==> config.mk <==
export PLATFORM = sky130hd
export DESIGN_NAME = flpu_top
export DESIGN_NICKNAME = d
export VERILOG_FILES = /design/src/flpu_pkg.sv /design/src/flpu_top.sv /design/src/flpu_field_reg.sv
export SDC_FILE = /design/constraint.sdc
export NUM_CORES = 1
export LEC_CHECK = 0
export BUFFER_PORTS_ARGS = -buffer_cell sky130_fd_sc_hd__buf_2
export CAP_MARGIN = 25
export CORE_UTILIZATION = 47
export DETAILED_ROUTE_END_ITERATION = 8
export GPL_TIMING_DRIVEN = 0
export PLACE_DENSITY = 0.85
export SLEW_MARGIN = 0
export SYNTH_ARGS = -nofsm -noshare
export SYNTH_HDL_FRONTEND = slang
export SYNTH_SLANG_ARGS = --single-unit
==> constraint.sdc <==
create_clock -name clk_in -period 1.2 [get_ports clk_in]
set_input_delay 0.06 -clock clk_in [delete_from_list [all_inputs] [get_ports clk_in]]
set_output_delay 0.06 -clock clk_in [all_outputs]
set_load 0.05 [all_outputs]
==> src/flpu_pkg.sv <==
// Constants and types for the fractional loop parameter update block
// Summary of operation
// - While enabled, new multiplier and numerator wait; strobe applies both together.
// - While disabled, multiplier and numerator writes take effect directly.
// - Main ratio code 0h..Fh selects division ratio code plus one.
// - Multiplier, numerator and denominator are plain unsigned integers, LSB weighs one.
// - Sync ratio codes 0h..4h select 1, 2, 4, 8, 16.
// - Sync on in fractional mode: denominator ignored, numerator is fraction times 65536.
// - Apply strobe only acts while the loop is enabled.
package flpu_pkg;
    // --------------------------------------------------------------
    // Field widths
    // --------------------------------------------------------------
    localparam int INT_W = 10;
    localparam int FRAC_W = 16;
    localparam int RATIO_W = 4;
    localparam int SRATIO_W = 3;
    localparam int RATIO_OUT_W = 5;
    localparam int GAIN_W = 4;
    // --------------------------------------------------------------
    // Reset values
    // --------------------------------------------------------------
    localparam logic [9:0] INT_RESET = 10'h008;
    localparam logic [15:0] NUM_RESET = 16'h0018;
    localparam logic [15:0] DEN_RESET = 16'h007D;
    localparam logic [15:0] SYNC_FRAC_RESET = 16'h0000;
    localparam logic [9:0] SYNC_INT_RESET = 10'h000;
    // --------------------------------------------------------------
    // Ratio decoding constants
    // --------------------------------------------------------------
    localparam logic [4:0] RATIO_ONE = 5'h01;
    localparam logic [2:0] SRATIO_MAX_CODE = 3'h4;
    localparam logic [4:0] SRATIO_MAX_DIV = 5'h10;
    // Update engine states
    typedef enum logic [1:0] {
        FLPU_DIRECT = 2'b00,
        FLPU_HOLD = 2'b01,
        FLPU_APPLY = 2'b11
    } flpu_state_t;
endpackage : flpu_pkg

==> src/flpu_top.sv <==
// Fractional loop parameter holding and update control
`timescale 1ns/1ps
`default_nettype none
module flpu_top (
    // Clock and reset
    input wire logic clk_in,
    input wire logic resetn_in,
    // Loop control
    input wire logic loop_enable_in,
    input wire logic synchroniser_enable_in,
    input wire logic apply_update_strobe_in,
    // Main path writes
    input wire logic integer_multiplier_wr_in,
    input wire logic [flpu_pkg::INT_W-1:0] integer_multiplier_in,
    input wire logic fraction_numerator_wr_in,
    input wire logic [flpu_pkg::FRAC_W-1:0] fraction_numerator_in,
    input wire logic fraction_denominator_wr_in,
    input wire logic [flpu_pkg::FRAC_W-1:0] fraction_denominator_in,
    input wire logic [flpu_pkg::RATIO_W-1:0] main_ratio_select_in,
    input wire logic [flpu_pkg::GAIN_W-1:0] main_loop_gain_in,
    // Synchroniser path writes
    input wire logic [flpu_pkg::INT_W-1:0] sync_integer_multiplier_in,
    input wire logic [flpu_pkg::FRAC_W-1:0] sync_fraction_numerator_in,
    input wire logic [flpu_pkg::FRAC_W-1:0] sync_fraction_denominator_in,
    input wire logic [flpu_pkg::SRATIO_W-1:0] sync_ratio_select_in,
    input wire logic [flpu_pkg::GAIN_W-1:0] sync_loop_gain_in,
    input wire logic sync_bandwidth_select_in,
    // Readback
    output logic [flpu_pkg::INT_W-1:0] integer_multiplier_out,
    output logic [flpu_pkg::FRAC_W-1:0] fraction_numerator_out,
    output logic apply_update_strobe_out,
    output logic update_pending_out,
    // Values seen by the loop
    output logic [flpu_pkg::INT_W-1:0] loop_integer_out,
    output logic [flpu_pkg::FRAC_W-1:0] loop_numerator_out,
    output logic [flpu_pkg::FRAC_W-1:0] loop_denominator_out,
    output logic loop_fraction_scaled_out,
    output logic [flpu_pkg::RATIO_OUT_W-1:0] loop_main_divide_out,
    output logic [flpu_pkg::GAIN_W-1:0] loop_main_gain_out,
    output logic [flpu_pkg::INT_W-1:0] loop_sync_integer_out,
    output logic [flpu_pkg::FRAC_W-1:0] loop_sync_numerator_out,
    output logic [flpu_pkg::FRAC_W-1:0] loop_sync_denominator_out,
    output logic [flpu_pkg::RATIO_OUT_W-1:0] loop_sync_divide_out,
    output logic [flpu_pkg::GAIN_W-1:0] loop_sync_gain_out,
    output logic loop_sync_narrow_out
);
    // --------------------------------------------------------------
    // Update control
    // --------------------------------------------------------------
    flpu_pkg::flpu_state_t state_reg;
    flpu_pkg::flpu_state_t state_next;
    logic dirty_reg;
    logic dirty_next;
    logic direct;
    logic apply;
    logic any_wr;

    assign direct = !loop_enable_in;
    assign any_wr = integer_multiplier_wr_in || fraction_numerator_wr_in;

    // State and pending flag next values
    always_comb begin
        state_next = state_reg;
        dirty_next = dirty_reg;
        case (state_reg)
            flpu_pkg::FLPU_DIRECT: begin
                // Write in the enable-rise cycle is already held
                dirty_next = loop_enable_in && any_wr;
                if (loop_enable_in) begin
                    state_next = flpu_pkg::FLPU_HOLD;
                end
            end
            flpu_pkg::FLPU_HOLD: begin
                if (any_wr) begin
                    dirty_next = 1'b1;
                end
                if (!loop_enable_in) begin
                    state_next = flpu_pkg::FLPU_DIRECT;
                    dirty_next = 1'b0;
                end else if (apply_update_strobe_in) begin
                    state_next = flpu_pkg::FLPU_APPLY;
                end
            end
            flpu_pkg::FLPU_APPLY: begin
                // Write landing with the transfer stays pending
                dirty_next = any_wr;
                state_next = loop_enable_in ? flpu_pkg::FLPU_HOLD : flpu_pkg::FLPU_DIRECT;
                if (!loop_enable_in) begin
                    dirty_next = 1'b0;
                end
            end
            default: begin
                state_next = flpu_pkg::FLPU_DIRECT;
                dirty_next = 1'b0;
            end
        endcase
    end

    always_ff @(posedge clk_in or negedge resetn_in) begin
        if (!resetn_in) begin
            state_reg <= flpu_pkg::FLPU_DIRECT;
            dirty_reg <= 1'b0;
        end else begin
            state_reg <= state_next;
            dirty_reg <= dirty_next;
        end
    end

    // Transfer one cycle after the strobe, only while enabled
    assign apply = (state_reg == flpu_pkg::FLPU_APPLY) && loop_enable_in;
    assign apply_update_strobe_out = 1'b0;
    assign update_pending_out = dirty_reg;

    // --------------------------------------------------------------
    // Staged integer and numerator fields
    // --------------------------------------------------------------
    logic [flpu_pkg::INT_W-1:0] int_active;
    logic [flpu_pkg::FRAC_W-1:0] num_active;

    // Both fields share one apply pulse so they change together
    flpu_field_reg #(.W(flpu_pkg::INT_W), .RESET_VAL(flpu_pkg::INT_RESET)) u_int (
        .clk_in(clk_in),
        .resetn_in(resetn_in),
        .wr_in(integer_multiplier_wr_in),
        .data_in(integer_multiplier_in),
        .direct_in(direct),
        .apply_in(apply),
        .pending_out(integer_multiplier_out),
        .active_out(int_active)
    );

    flpu_field_reg #(.W(flpu_pkg::FRAC_W), .RESET_VAL(flpu_pkg::NUM_RESET)) u_num (
        .clk_in(clk_in),
        .resetn_in(resetn_in),
        .wr_in(fraction_numerator_wr_in),
        .data_in(fraction_numerator_in),
        .direct_in(direct),
        .apply_in(apply),
        .pending_out(fraction_numerator_out),
        .active_out(num_active)
    );

    // --------------------------------------------------------------
    // Denominator, immediate field
    // --------------------------------------------------------------
    logic [flpu_pkg::FRAC_W-1:0] den_reg;
    logic [flpu_pkg::FRAC_W-1:0] den_next;

    always_comb begin
        den_next = fraction_denominator_wr_in ? fraction_denominator_in : den_reg;
    end

    always_ff @(posedge clk_in or negedge resetn_in) begin
        if (!resetn_in) begin
            den_reg <= flpu_pkg::DEN_RESET;
        end else begin
            den_reg <= den_next;
        end
    end

    // --------------------------------------------------------------
    // Ratio decoders
    // --------------------------------------------------------------
    logic [flpu_pkg::RATIO_OUT_W-1:0] main_div;
    logic [flpu_pkg::RATIO_OUT_W-1:0] sync_div;

    // Main ratio is code plus one
    always_comb begin
        main_div = {1'b0, main_ratio_select_in} + flpu_pkg::RATIO_ONE;
    end

    // Sync ratio is a power of two, codes above 4h saturate at 16
    always_comb begin
        if (sync_ratio_select_in >= flpu_pkg::SRATIO_MAX_CODE) begin
            sync_div = flpu_pkg::SRATIO_MAX_DIV;
        end else begin
            sync_div = flpu_pkg::RATIO_ONE << sync_ratio_select_in;
        end
    end

    // --------------------------------------------------------------
    // Registered loop-facing values
    // --------------------------------------------------------------
    logic [flpu_pkg::INT_W-1:0] lint_reg;
    logic [flpu_pkg::FRAC_W-1:0] lnum_reg;
    logic [flpu_pkg::FRAC_W-1:0] lden_reg;
    logic lscaled_reg;
    logic [flpu_pkg::RATIO_OUT_W-1:0] lmdiv_reg;
    logic [flpu_pkg::GAIN_W-1:0] lmgain_reg;
    logic [flpu_pkg::INT_W-1:0] lsint_reg;
    logic [flpu_pkg::FRAC_W-1:0] lsnum_reg;
    logic [flpu_pkg::FRAC_W-1:0] lsden_reg;
    logic [flpu_pkg::RATIO_OUT_W-1:0] lsdiv_reg;
    logic [flpu_pkg::GAIN_W-1:0] lsgain_reg;
    logic lsnarrow_reg;
    logic lscaled_next;
    logic [flpu_pkg::FRAC_W-1:0] lden_next;

    // With sync on the denominator is masked and numerator read as K*65536
    always_comb begin
        lscaled_next = synchroniser_enable_in;
        lden_next = synchroniser_enable_in ? '0 : den_reg;
    end

    // Unsigned integer fields pass straight through
    always_ff @(posedge clk_in or negedge resetn_in) begin
        if (!resetn_in) begin
            lint_reg <= flpu_pkg::INT_RESET;
            lnum_reg <= flpu_pkg::NUM_RESET;
            lden_reg <= flpu_pkg::DEN_RESET;
            lscaled_reg <= 1'b0;
            lmdiv_reg <= flpu_pkg::RATIO_ONE;
            lmgain_reg <= '0;
            lsint_reg <= flpu_pkg::SYNC_INT_RESET;
            lsnum_reg <= flpu_pkg::SYNC_FRAC_RESET;
            lsden_reg <= flpu_pkg::SYNC_FRAC_RESET;
            lsdiv_reg <= flpu_pkg::RATIO_ONE;
            lsgain_reg <= '0;
            lsnarrow_reg <= 1'b0;
        end else begin
            lint_reg <= int_active;
            lnum_reg <= num_active;
            lden_reg <= lden_next;
            lscaled_reg <= lscaled_next;
            lmdiv_reg <= main_div;
            lmgain_reg <= main_loop_gain_in;
            lsint_reg <= sync_integer_multiplier_in;
            lsnum_reg <= sync_fraction_numerator_in;
            lsden_reg <= sync_fraction_denominator_in;
            lsdiv_reg <= sync_div;
            lsgain_reg <= sync_loop_gain_in;
            lsnarrow_reg <= sync_bandwidth_select_in;
        end
    end

    // Output assignments
    assign loop_integer_out = lint_reg;
    assign loop_numerator_out = lnum_reg;
    assign loop_denominator_out = lden_reg;
    assign loop_fraction_scaled_out = lscaled_reg;
    assign loop_main_divide_out = lmdiv_reg;
    assign loop_main_gain_out = lmgain_reg;
    assign loop_sync_integer_out = lsint_reg;
    assign loop_sync_numerator_out = lsnum_reg;
    assign loop_sync_denominator_out = lsden_reg;
    assign loop_sync_divide_out = lsdiv_reg;
    assign loop_sync_gain_out = lsgain_reg;
    assign loop_sync_narrow_out = lsnarrow_reg;
endmodule // flpu_top
`default_nettype wire

==> src/flpu_field_reg.sv <==
// Staged parameter field with pending and active copies
`timescale 1ns/1ps
`default_nettype none
module flpu_field_reg #(
    parameter int W = 16,
    parameter logic [W-1:0] RESET_VAL = '0
) (
    // Clock and reset
    input wire logic clk_in,
    input wire logic resetn_in,
    // Write side
    input wire logic wr_in,
    input wire logic [W-1:0] data_in,
    input wire logic direct_in,
    input wire logic apply_in,
    // Values
    output logic [W-1:0] pending_out,
    output logic [W-1:0] active_out
);
    logic [W-1:0] pend_reg;
    logic [W-1:0] pend_next;
    logic [W-1:0] act_reg;
    logic [W-1:0] act_next;

    // Refuse widths the staged copies cannot hold
    if (W < 1) begin : g_bad_width
        $error("field width must be at least one");
    end

    // Next pending and active copies
    always_comb begin
        pend_next = wr_in ? data_in : pend_reg;
        act_next = act_reg;
        if (apply_in) begin
            act_next = pend_reg;
        end
        if (direct_in && wr_in) begin
            act_next = data_in;
        end
    end

    // Registers
    always_ff @(posedge clk_in or negedge resetn_in) begin
        if (!resetn_in) begin
            pend_reg <= RESET_VAL;
            act_reg <= RESET_VAL;
        end else begin
            pend_reg <= pend_next;
            act_reg <= act_next;
        end
    end

    assign pending_out = pend_reg;
    assign active_out = act_reg;
endmodule // flpu_field_reg
`default_nettype wire

==> results of run 1 <==
## kinds of logic after synthesis
group / count (synthesis) / synth area share (%)
AND/OR/NAND/NOR: 58 / 5.315
AO/OA/AOI/OAI: 54 / 6.043
adder cells (fa/ha/maj): 1 / 0.2205
buffers and inverters: 20 / 2.007
multiplexers: 42 / 8.337
flip-flops: 175 / 77.70
XOR/XNOR: 2 / 0.3088
other: 1 / 0.06610
## cell usage after synthesis, types with 2 or more instances
| library cell | number |
|---|---|
| mux2_2 | 23 |
| nor2b_1 | 19 |
| buf_4 | 5 |
| a21oi_2 | 10 |
| buf_2 | 9 |
| mux2_1 | 19 |
| dfstp_2 | 23 |
| nor3b_1 | 2 |
| o22ai_1 | 26 |
| a21oi_1 | 16 |
| and3_1 | 2 |
| nor2_1 | 26 |
| dfrtp_1 | 152 |
| clkbuf_1 | 3 |
| nand2b_1 | 3 |
## power by group
part	leakage (nW)	internal, mW	switching, mW
clock	0.305	3.66	2.25
sequential	2.01	6.51	0.278
combinational	1.92	0.969	2.04
## metrics by stage
stage | cells | hold slack, ns
after CTS | 875 | -0.2713
after detailed placement | 733 | 0.1693
after global routing | 874 | -0.2300
final | 874 | -0.2936
after global placement | 732 | 0.1678
after floorplan | 353 | -0.2356
## worst paths after layout
kind / start / to / slack, ns / cells past startpoint
min in group clk_in: fraction_denominator_wr_in / den_reg[1] / 0.02 / 2
max: loop_enable_in / u_num.active_out[9] / -0.009 / 7
max in group asynchronous: resetn_in / u_int.pending_out[3] / 0.58 / 2
min: resetn_in / loop_sync_denominator_out[1] / -0.29 / 1
max reg2reg: state_reg[1] / u_int.active_out[5] / 0.03 / 4
min reg2reg: u_num.active_out[3] / loop_numerator_out[3] / 0.37 / 0
## timing repair
action | in CTS | in global routing
pin swaps | 0 | 1
gates resized for setup | 29 | 14
setup endpoints to repair | 22 | 33
hold endpoints to repair | 217 | 78
buffers inserted | 2 | 0
## worst register-to-register path, cell delays in order, from the launching register on
cell	delay, ns
dfrtp_1	0.39
nand3_2	0.16
buf_2	0.23
o22ai_1	0.21
a21oi_1	0.06
## cell type report
| cell class | count | area share [%] |
|---|---|---|
| Tap cell | 143 | 2.001 |
| Multi-Input combinational cell | 158 | 13.15 |
| Timing Repair Buffer | 345 | 26.96 |
| Clock inverter | 12 | 2.029 |
| Sequential cell | 175 | 49.29 |
| Buffer | 19 | 1.273 |
| Antenna cell | 1 | 0.02798 |
| Inverter | 1 | 0.04198 |
| Clock buffer | 20 | 5.219 |
## placed cells by master, fill, tap and decap left out, types with 6 or more instances in the layout
cell and n:
buf_6 10, nor2b_1 19, dlygate4sd3_1 107, buf_8 6
dfstp_2 23, clkbuf_16 17, mux2_1 19, buf_2 226
nor2_1 26, a21oi_1 16, mux2_2 23, o22ai_1 22
dfrtp_1 152, buf_4 8, a21oi_2 10
## layer usage
layer	track usage, %	wire (microns)	up-vias
li1	-	-	1931
met1	28.61	5693	2149
met2	49.94	8956	192
met3	7.458	1003	34
met4	11.35	383	0
met5	0	0	-
==> run metrics, run 1 <==
outcome=complete, but fails checks; failing checks=design-rule violations, negative hold slack, negative setup slack; nets@finish=826; fin area=8942 sq um; ratio of cells with drive above 1 in the final layout=47.67%; Synth cell types=30; Port Buffers=236; pwr dens=1756 nW/um^2; # clock sinks=175; vias in the first global route=4729; first-pass GRT wire length=24920 microns; Fin. Hold Viols=78; FP Rows=39; CP Class=in2reg; Worst-Skew Late Latency=0.42 ns; clock skew=0.01099 ns; Post-DP HPWL=9050 microns; detailed-route via count=4306; Final TNS setup=-0.02486 ns; Fmax achieved=827.0 MHz; Syn Nets=462; Worst Path Buf+Inv=4; final worst setup slack=-0.009216 ns; # hold bufs at CTS=108; Detailed Route WL=16040 microns; total grt overflow=0; yosys warns=0; Root Buffer=clkbuf_16; Die Width=111.9 microns; drt initial violations=258; filler instances=663; setup violators final=4; routability cong.=0.7397; Data arrival, critical path=1.51 ns; RSZ-0062 raised after global routing=yes; die footprint=12510 sq um; Final Util=77.00%; number of synthesized flops with an enable pin=0; area growth from synthesis to layout=57.63%; Synth top area share=67.05%; CP Capture Type=flop; main flop type after synthesis=dfrtp_1; slowest stage cell, crit path=dlygate4sd3_1; core box area=11610 sq um; CP cell instances=dlygate4sd3_1 > buf_2 > nand2b_1 > buf_4 > buf_4 > o22ai_1 > a21oi_2; gr usage total=26.94%; Longest Clk Path Bufs=2; CTS buffer count=17; Routed Antenna Nets=0; cell taking the most area after synthesis=dfrtp_1; cell repeated most along the worst path=buf_4; Max-Cap Viols=0; register cell area after layout=4408 sq um; synthesized flop and latch total=175; initial core utilization=48.85%; CTS tree=done; wire per inst=18.35 microns; initial antenna violation count=1; Final Max Slew Viols=0; worst path required time=1.50 ns; Post-Syn Area=5673 sq um; Post-synth ARST share=100.0%; Hold WS=-0.2936 ns; multi-input combinational cell area=1176 sq um; Die Ht=111.9 microns; drt drc=21; Syn Inst Count=353; Mapped Avg Cell Area=16.07 sq um; Placed Area=7067 sq um; CTS H-tree lvls=4; Reg clk slew, reported paths=0.06 ns; crit path time final=1.209 ns; io pins=240; startpoint types=primary input; static leakage=4.233 nW; first-pass detailed-route iteration total=6; Hold Path Class=in2async; slew margin rel.=46.62%; Period Utilization, post-route=100.8%; pre-CTS setup slack=-0.04428 ns; Worst Tran Pin Value=0.8007 ns; vias per cell=4.927; largest net degree at the start of global routing=90; VDD IR max=1.255 mV; Crit Path Max Fanout=10; total power=15.71 mW; Area contributors post-synth=dfrtp_1 67%, dfstp_2 11%, mux2_2 4.6%; sequential-to-total area share from yosys stat=77.70%; CP delay by family, top=buffers and inverters; crit-path max cell delay=0.53 ns
Power figures use the tool's default switching activity.
==> run 2: changes to the inputs <==
--- a/config.mk
+++ b/config.mk
@@ -7,10 +7,10 @@
 export LEC_CHECK = 0
 export BUFFER_PORTS_ARGS = -buffer_cell sky130_fd_sc_hd__buf_2
 export CAP_MARGIN = 25
-export CORE_UTILIZATION = 47
+export CORE_UTILIZATION = 39
 export DETAILED_ROUTE_END_ITERATION = 8
 export GPL_TIMING_DRIVEN = 0
-export PLACE_DENSITY = 0.85
+export PLACE_DENSITY = 0.73
 export SLEW_MARGIN = 0
 export SYNTH_ARGS = -nofsm -noshare
 export SYNTH_HDL_FRONTEND = slang
==> run 2 against run 1 <==
Effect of this change: the flow now finishes without violations; worst hold slack better by 0.32 ns; non-clock buffer count grew 4; worst setup slack improved by 0.025 ns; power is 4.2% lower; core utilization is 13 points lower; maximum frequency increased by 2.1%; critical path type unchanged; largest cell class unchanged.
==> run metrics, run 2 (same netlist as run 1, synthesis figures left out) <==
met1 usage=21.54% (was 28.61%); cell repeated most along the worst path=dlygate4sd3_1 (was buf_4); static leakage=4.228 nW (was 4.233 nW); crit-path max cell delay=0.55 ns (was 0.53 ns); Worst Path Buf+Inv=3 (was 4); Post-DP HPWL=9012 microns (was 9050 microns); initial core utilization=40.40% (was 48.85%); fin cells=914 (was 874); core box area=14040 sq um (was 11610 sq um); Die Ht=122.6 microns (was 111.9 microns); Fin. Hold Viols=0 (was 78); gr usage total=19.72% (was 26.94%); total grt overflow=0 (unchanged); most frequent cells in the layout=226 x buf_2, 152 x dfrtp_1, 108 x dlygate4sd3_1 (was 226 x buf_2, 152 x dfrtp_1, 107 x dlygate4sd3_1); Fmax achieved=844.7 MHz (was 827.0 MHz); crit path time final=1.184 ns (was 1.209 ns); Detailed Route WL=15110 microns (was 16040 microns); initial antenna violation count=0 (was 1); vias in the first global route=4401 (was 4729); worst path required time=1.49 ns (was 1.50 ns); largest net degree at the start of global routing=117 (was 90); ant diodes=0 (was 1); die footprint=15030 sq um (was 12510 sq um); Data arrival, critical path=1.48 ns (was 1.51 ns); CP Class=in2reg (unchanged); Longest Clk Path Bufs=2 (unchanged); first-pass GRT wire length=22070 microns (was 24920 microns); io pins=240 (unchanged); # clock sinks=175 (unchanged); CTS buffer count=17 (unchanged); Max-Cap Viols=0 (unchanged); slowest stage cell, crit path=dlygate4sd3_1 (unchanged); first-pass detailed-route iteration total=4 (was 6); routability cong.=0.7710 (was 0.7397); CP delay by family, top=buffers and inverters (unchanged); Port Buffers=236 (unchanged); filler instances=1014 (was 663); CP cell instances=dlygate4sd3_1 > buf_2 > nand3_1 > xnor2_1 > dlygate4sd3_1 (was dlygate4sd3_1 > buf_2 > nand2b_1 > buf_4 > buf_4 > o22ai_1 > a21oi_2); ratio of cells with drive above 1 in the final layout=47.14% (was 47.67%); Reg clk slew, reported paths=0.06 ns (about the same); CP Capture Type=flop (unchanged); Crit Path Max Fanout=3 (was 10); met3 Usage GRT=6.413% (was 7.458%); Worst-Skew Late Latency=0.41 ns (was 0.42 ns); GRT met2 Usage=35.57% (was 49.94%); outcome=complete, no violations (was complete, but fails checks); Final Max Slew Viols=0 (unchanged); nets@finish=830 (was 826); startpoint types=primary input (unchanged); Root Buffer=clkbuf_16 (unchanged); drt drc=0 (was 21); area growth from synthesis to layout=57.81% (was 57.63%); wire per inst=16.54 microns (was 18.35 microns); pre-CTS setup slack=-0.08422 ns (was -0.04428 ns); cell count after placement=770 (was 733); Routed Antenna Nets=0 (unchanged); Hold Path Class=in2reg (was in2async); detailed-route via count=4239 (was 4306); layer with the highest usage=met2 (unchanged); multi-input combinational cell area=1171 sq um (was 1176 sq um); CTS tree=done (unchanged); Period Utilization, post-route=98.65% (was 100.8%); vias per cell=4.638 (was 4.927); drt initial violations=140 (was 258); RSZ-0062 raised after global routing=yes (unchanged); commonest non-fill, non-tap cell in the layout=buf_2 (unchanged); CTS H-tree lvls=4 (unchanged); setup violators final=0 (was 4); FP Rows=43 (was 39); pwr dens=1681 nW/um^2 (was 1756 nW/um^2); clock skew=0.007437 ns (was 0.01099 ns); Die Width=122.6 microns (was 111.9 microns); final worst setup slack=0.01622 ns (was -0.009216 ns); VDD IR max=0.8627 mV (was 1.255 mV); register cell area after layout=4408 sq um (unchanged)
## run 2: where the power goes
| part | leakage [nW] | internal [mW] | total, mW | switching [mW] |
|---|---|---|---|---|
| clock | 0.277 | 3.09 | 5.30 | 2.20 |
| sequential | 2.01 | 6.51 | 6.77 | 0.258 |
| combinational | 1.94 | 0.980 | 2.99 | 2.01 |
## run 2: final timing paths
check                                    startpoint                  endpoint  slack [ns]  cells past startpoint
max reg2reg                            state_reg[1]       u_num.active_out[7]        0.06                      4
min in group asynchronous                 resetn_in  loop_denominator_out[13]        0.18                      2
min                        fraction_numerator_wr_in     u_num.pending_out[15]        0.02                      2
max                         main_ratio_select_in[0]   loop_main_divide_out[3]        0.02                      5
min reg2reg                     u_num.active_out[3]     loop_numerator_out[3]        0.36                      0
max in group asynchronous                 resetn_in       u_num.active_out[3]        0.25                      3
## run 2: what timing repair did
item | in CTS | in global routing
hold buffers | 108 | 0
setup endpoints to repair | 24 | 65
setup buffers | 0 | 3
endpoints found under the hold margin | 198 | 0
gates cloned | 0 | 1
resized for setup | 25 | 16
## run 2: stage by stage
step	hold slack (ns)	cell area [sq um]	power, mW	setup TNS (ns)	utilization [%]
after floorplan	-0.2356	5673	8.578	0	-
after detailed placement	0.01154	7117	9.445	-0.4969	50.68
final	0.02297	8952	15.05	0	63.75
after global routing	0.01497	8952	15.63	-0.04441	63.75
after CTS	0.006950	8843	15.07	-0.005019	62.98
after global placement	0.1678	7079	9.366	-389.17	50.41
## run 2: final cells by class
cell class	count	share of cell area, %
inverters	1	0.04193
clock inverters	8	0.9085
multi-input cells	158	13.08
well taps	180	2.516
clock buffers	24	5.493
plain buffers	19	1.300
repair buffers	349	27.42
flip-flops and latches	175	49.24
## run 2: layer usage
metal	routed length (microns)	vias up
met2	8122	176
met1	5798	2096
li1	-	1941
met4	242	0
met3	951	26
met5	0	-
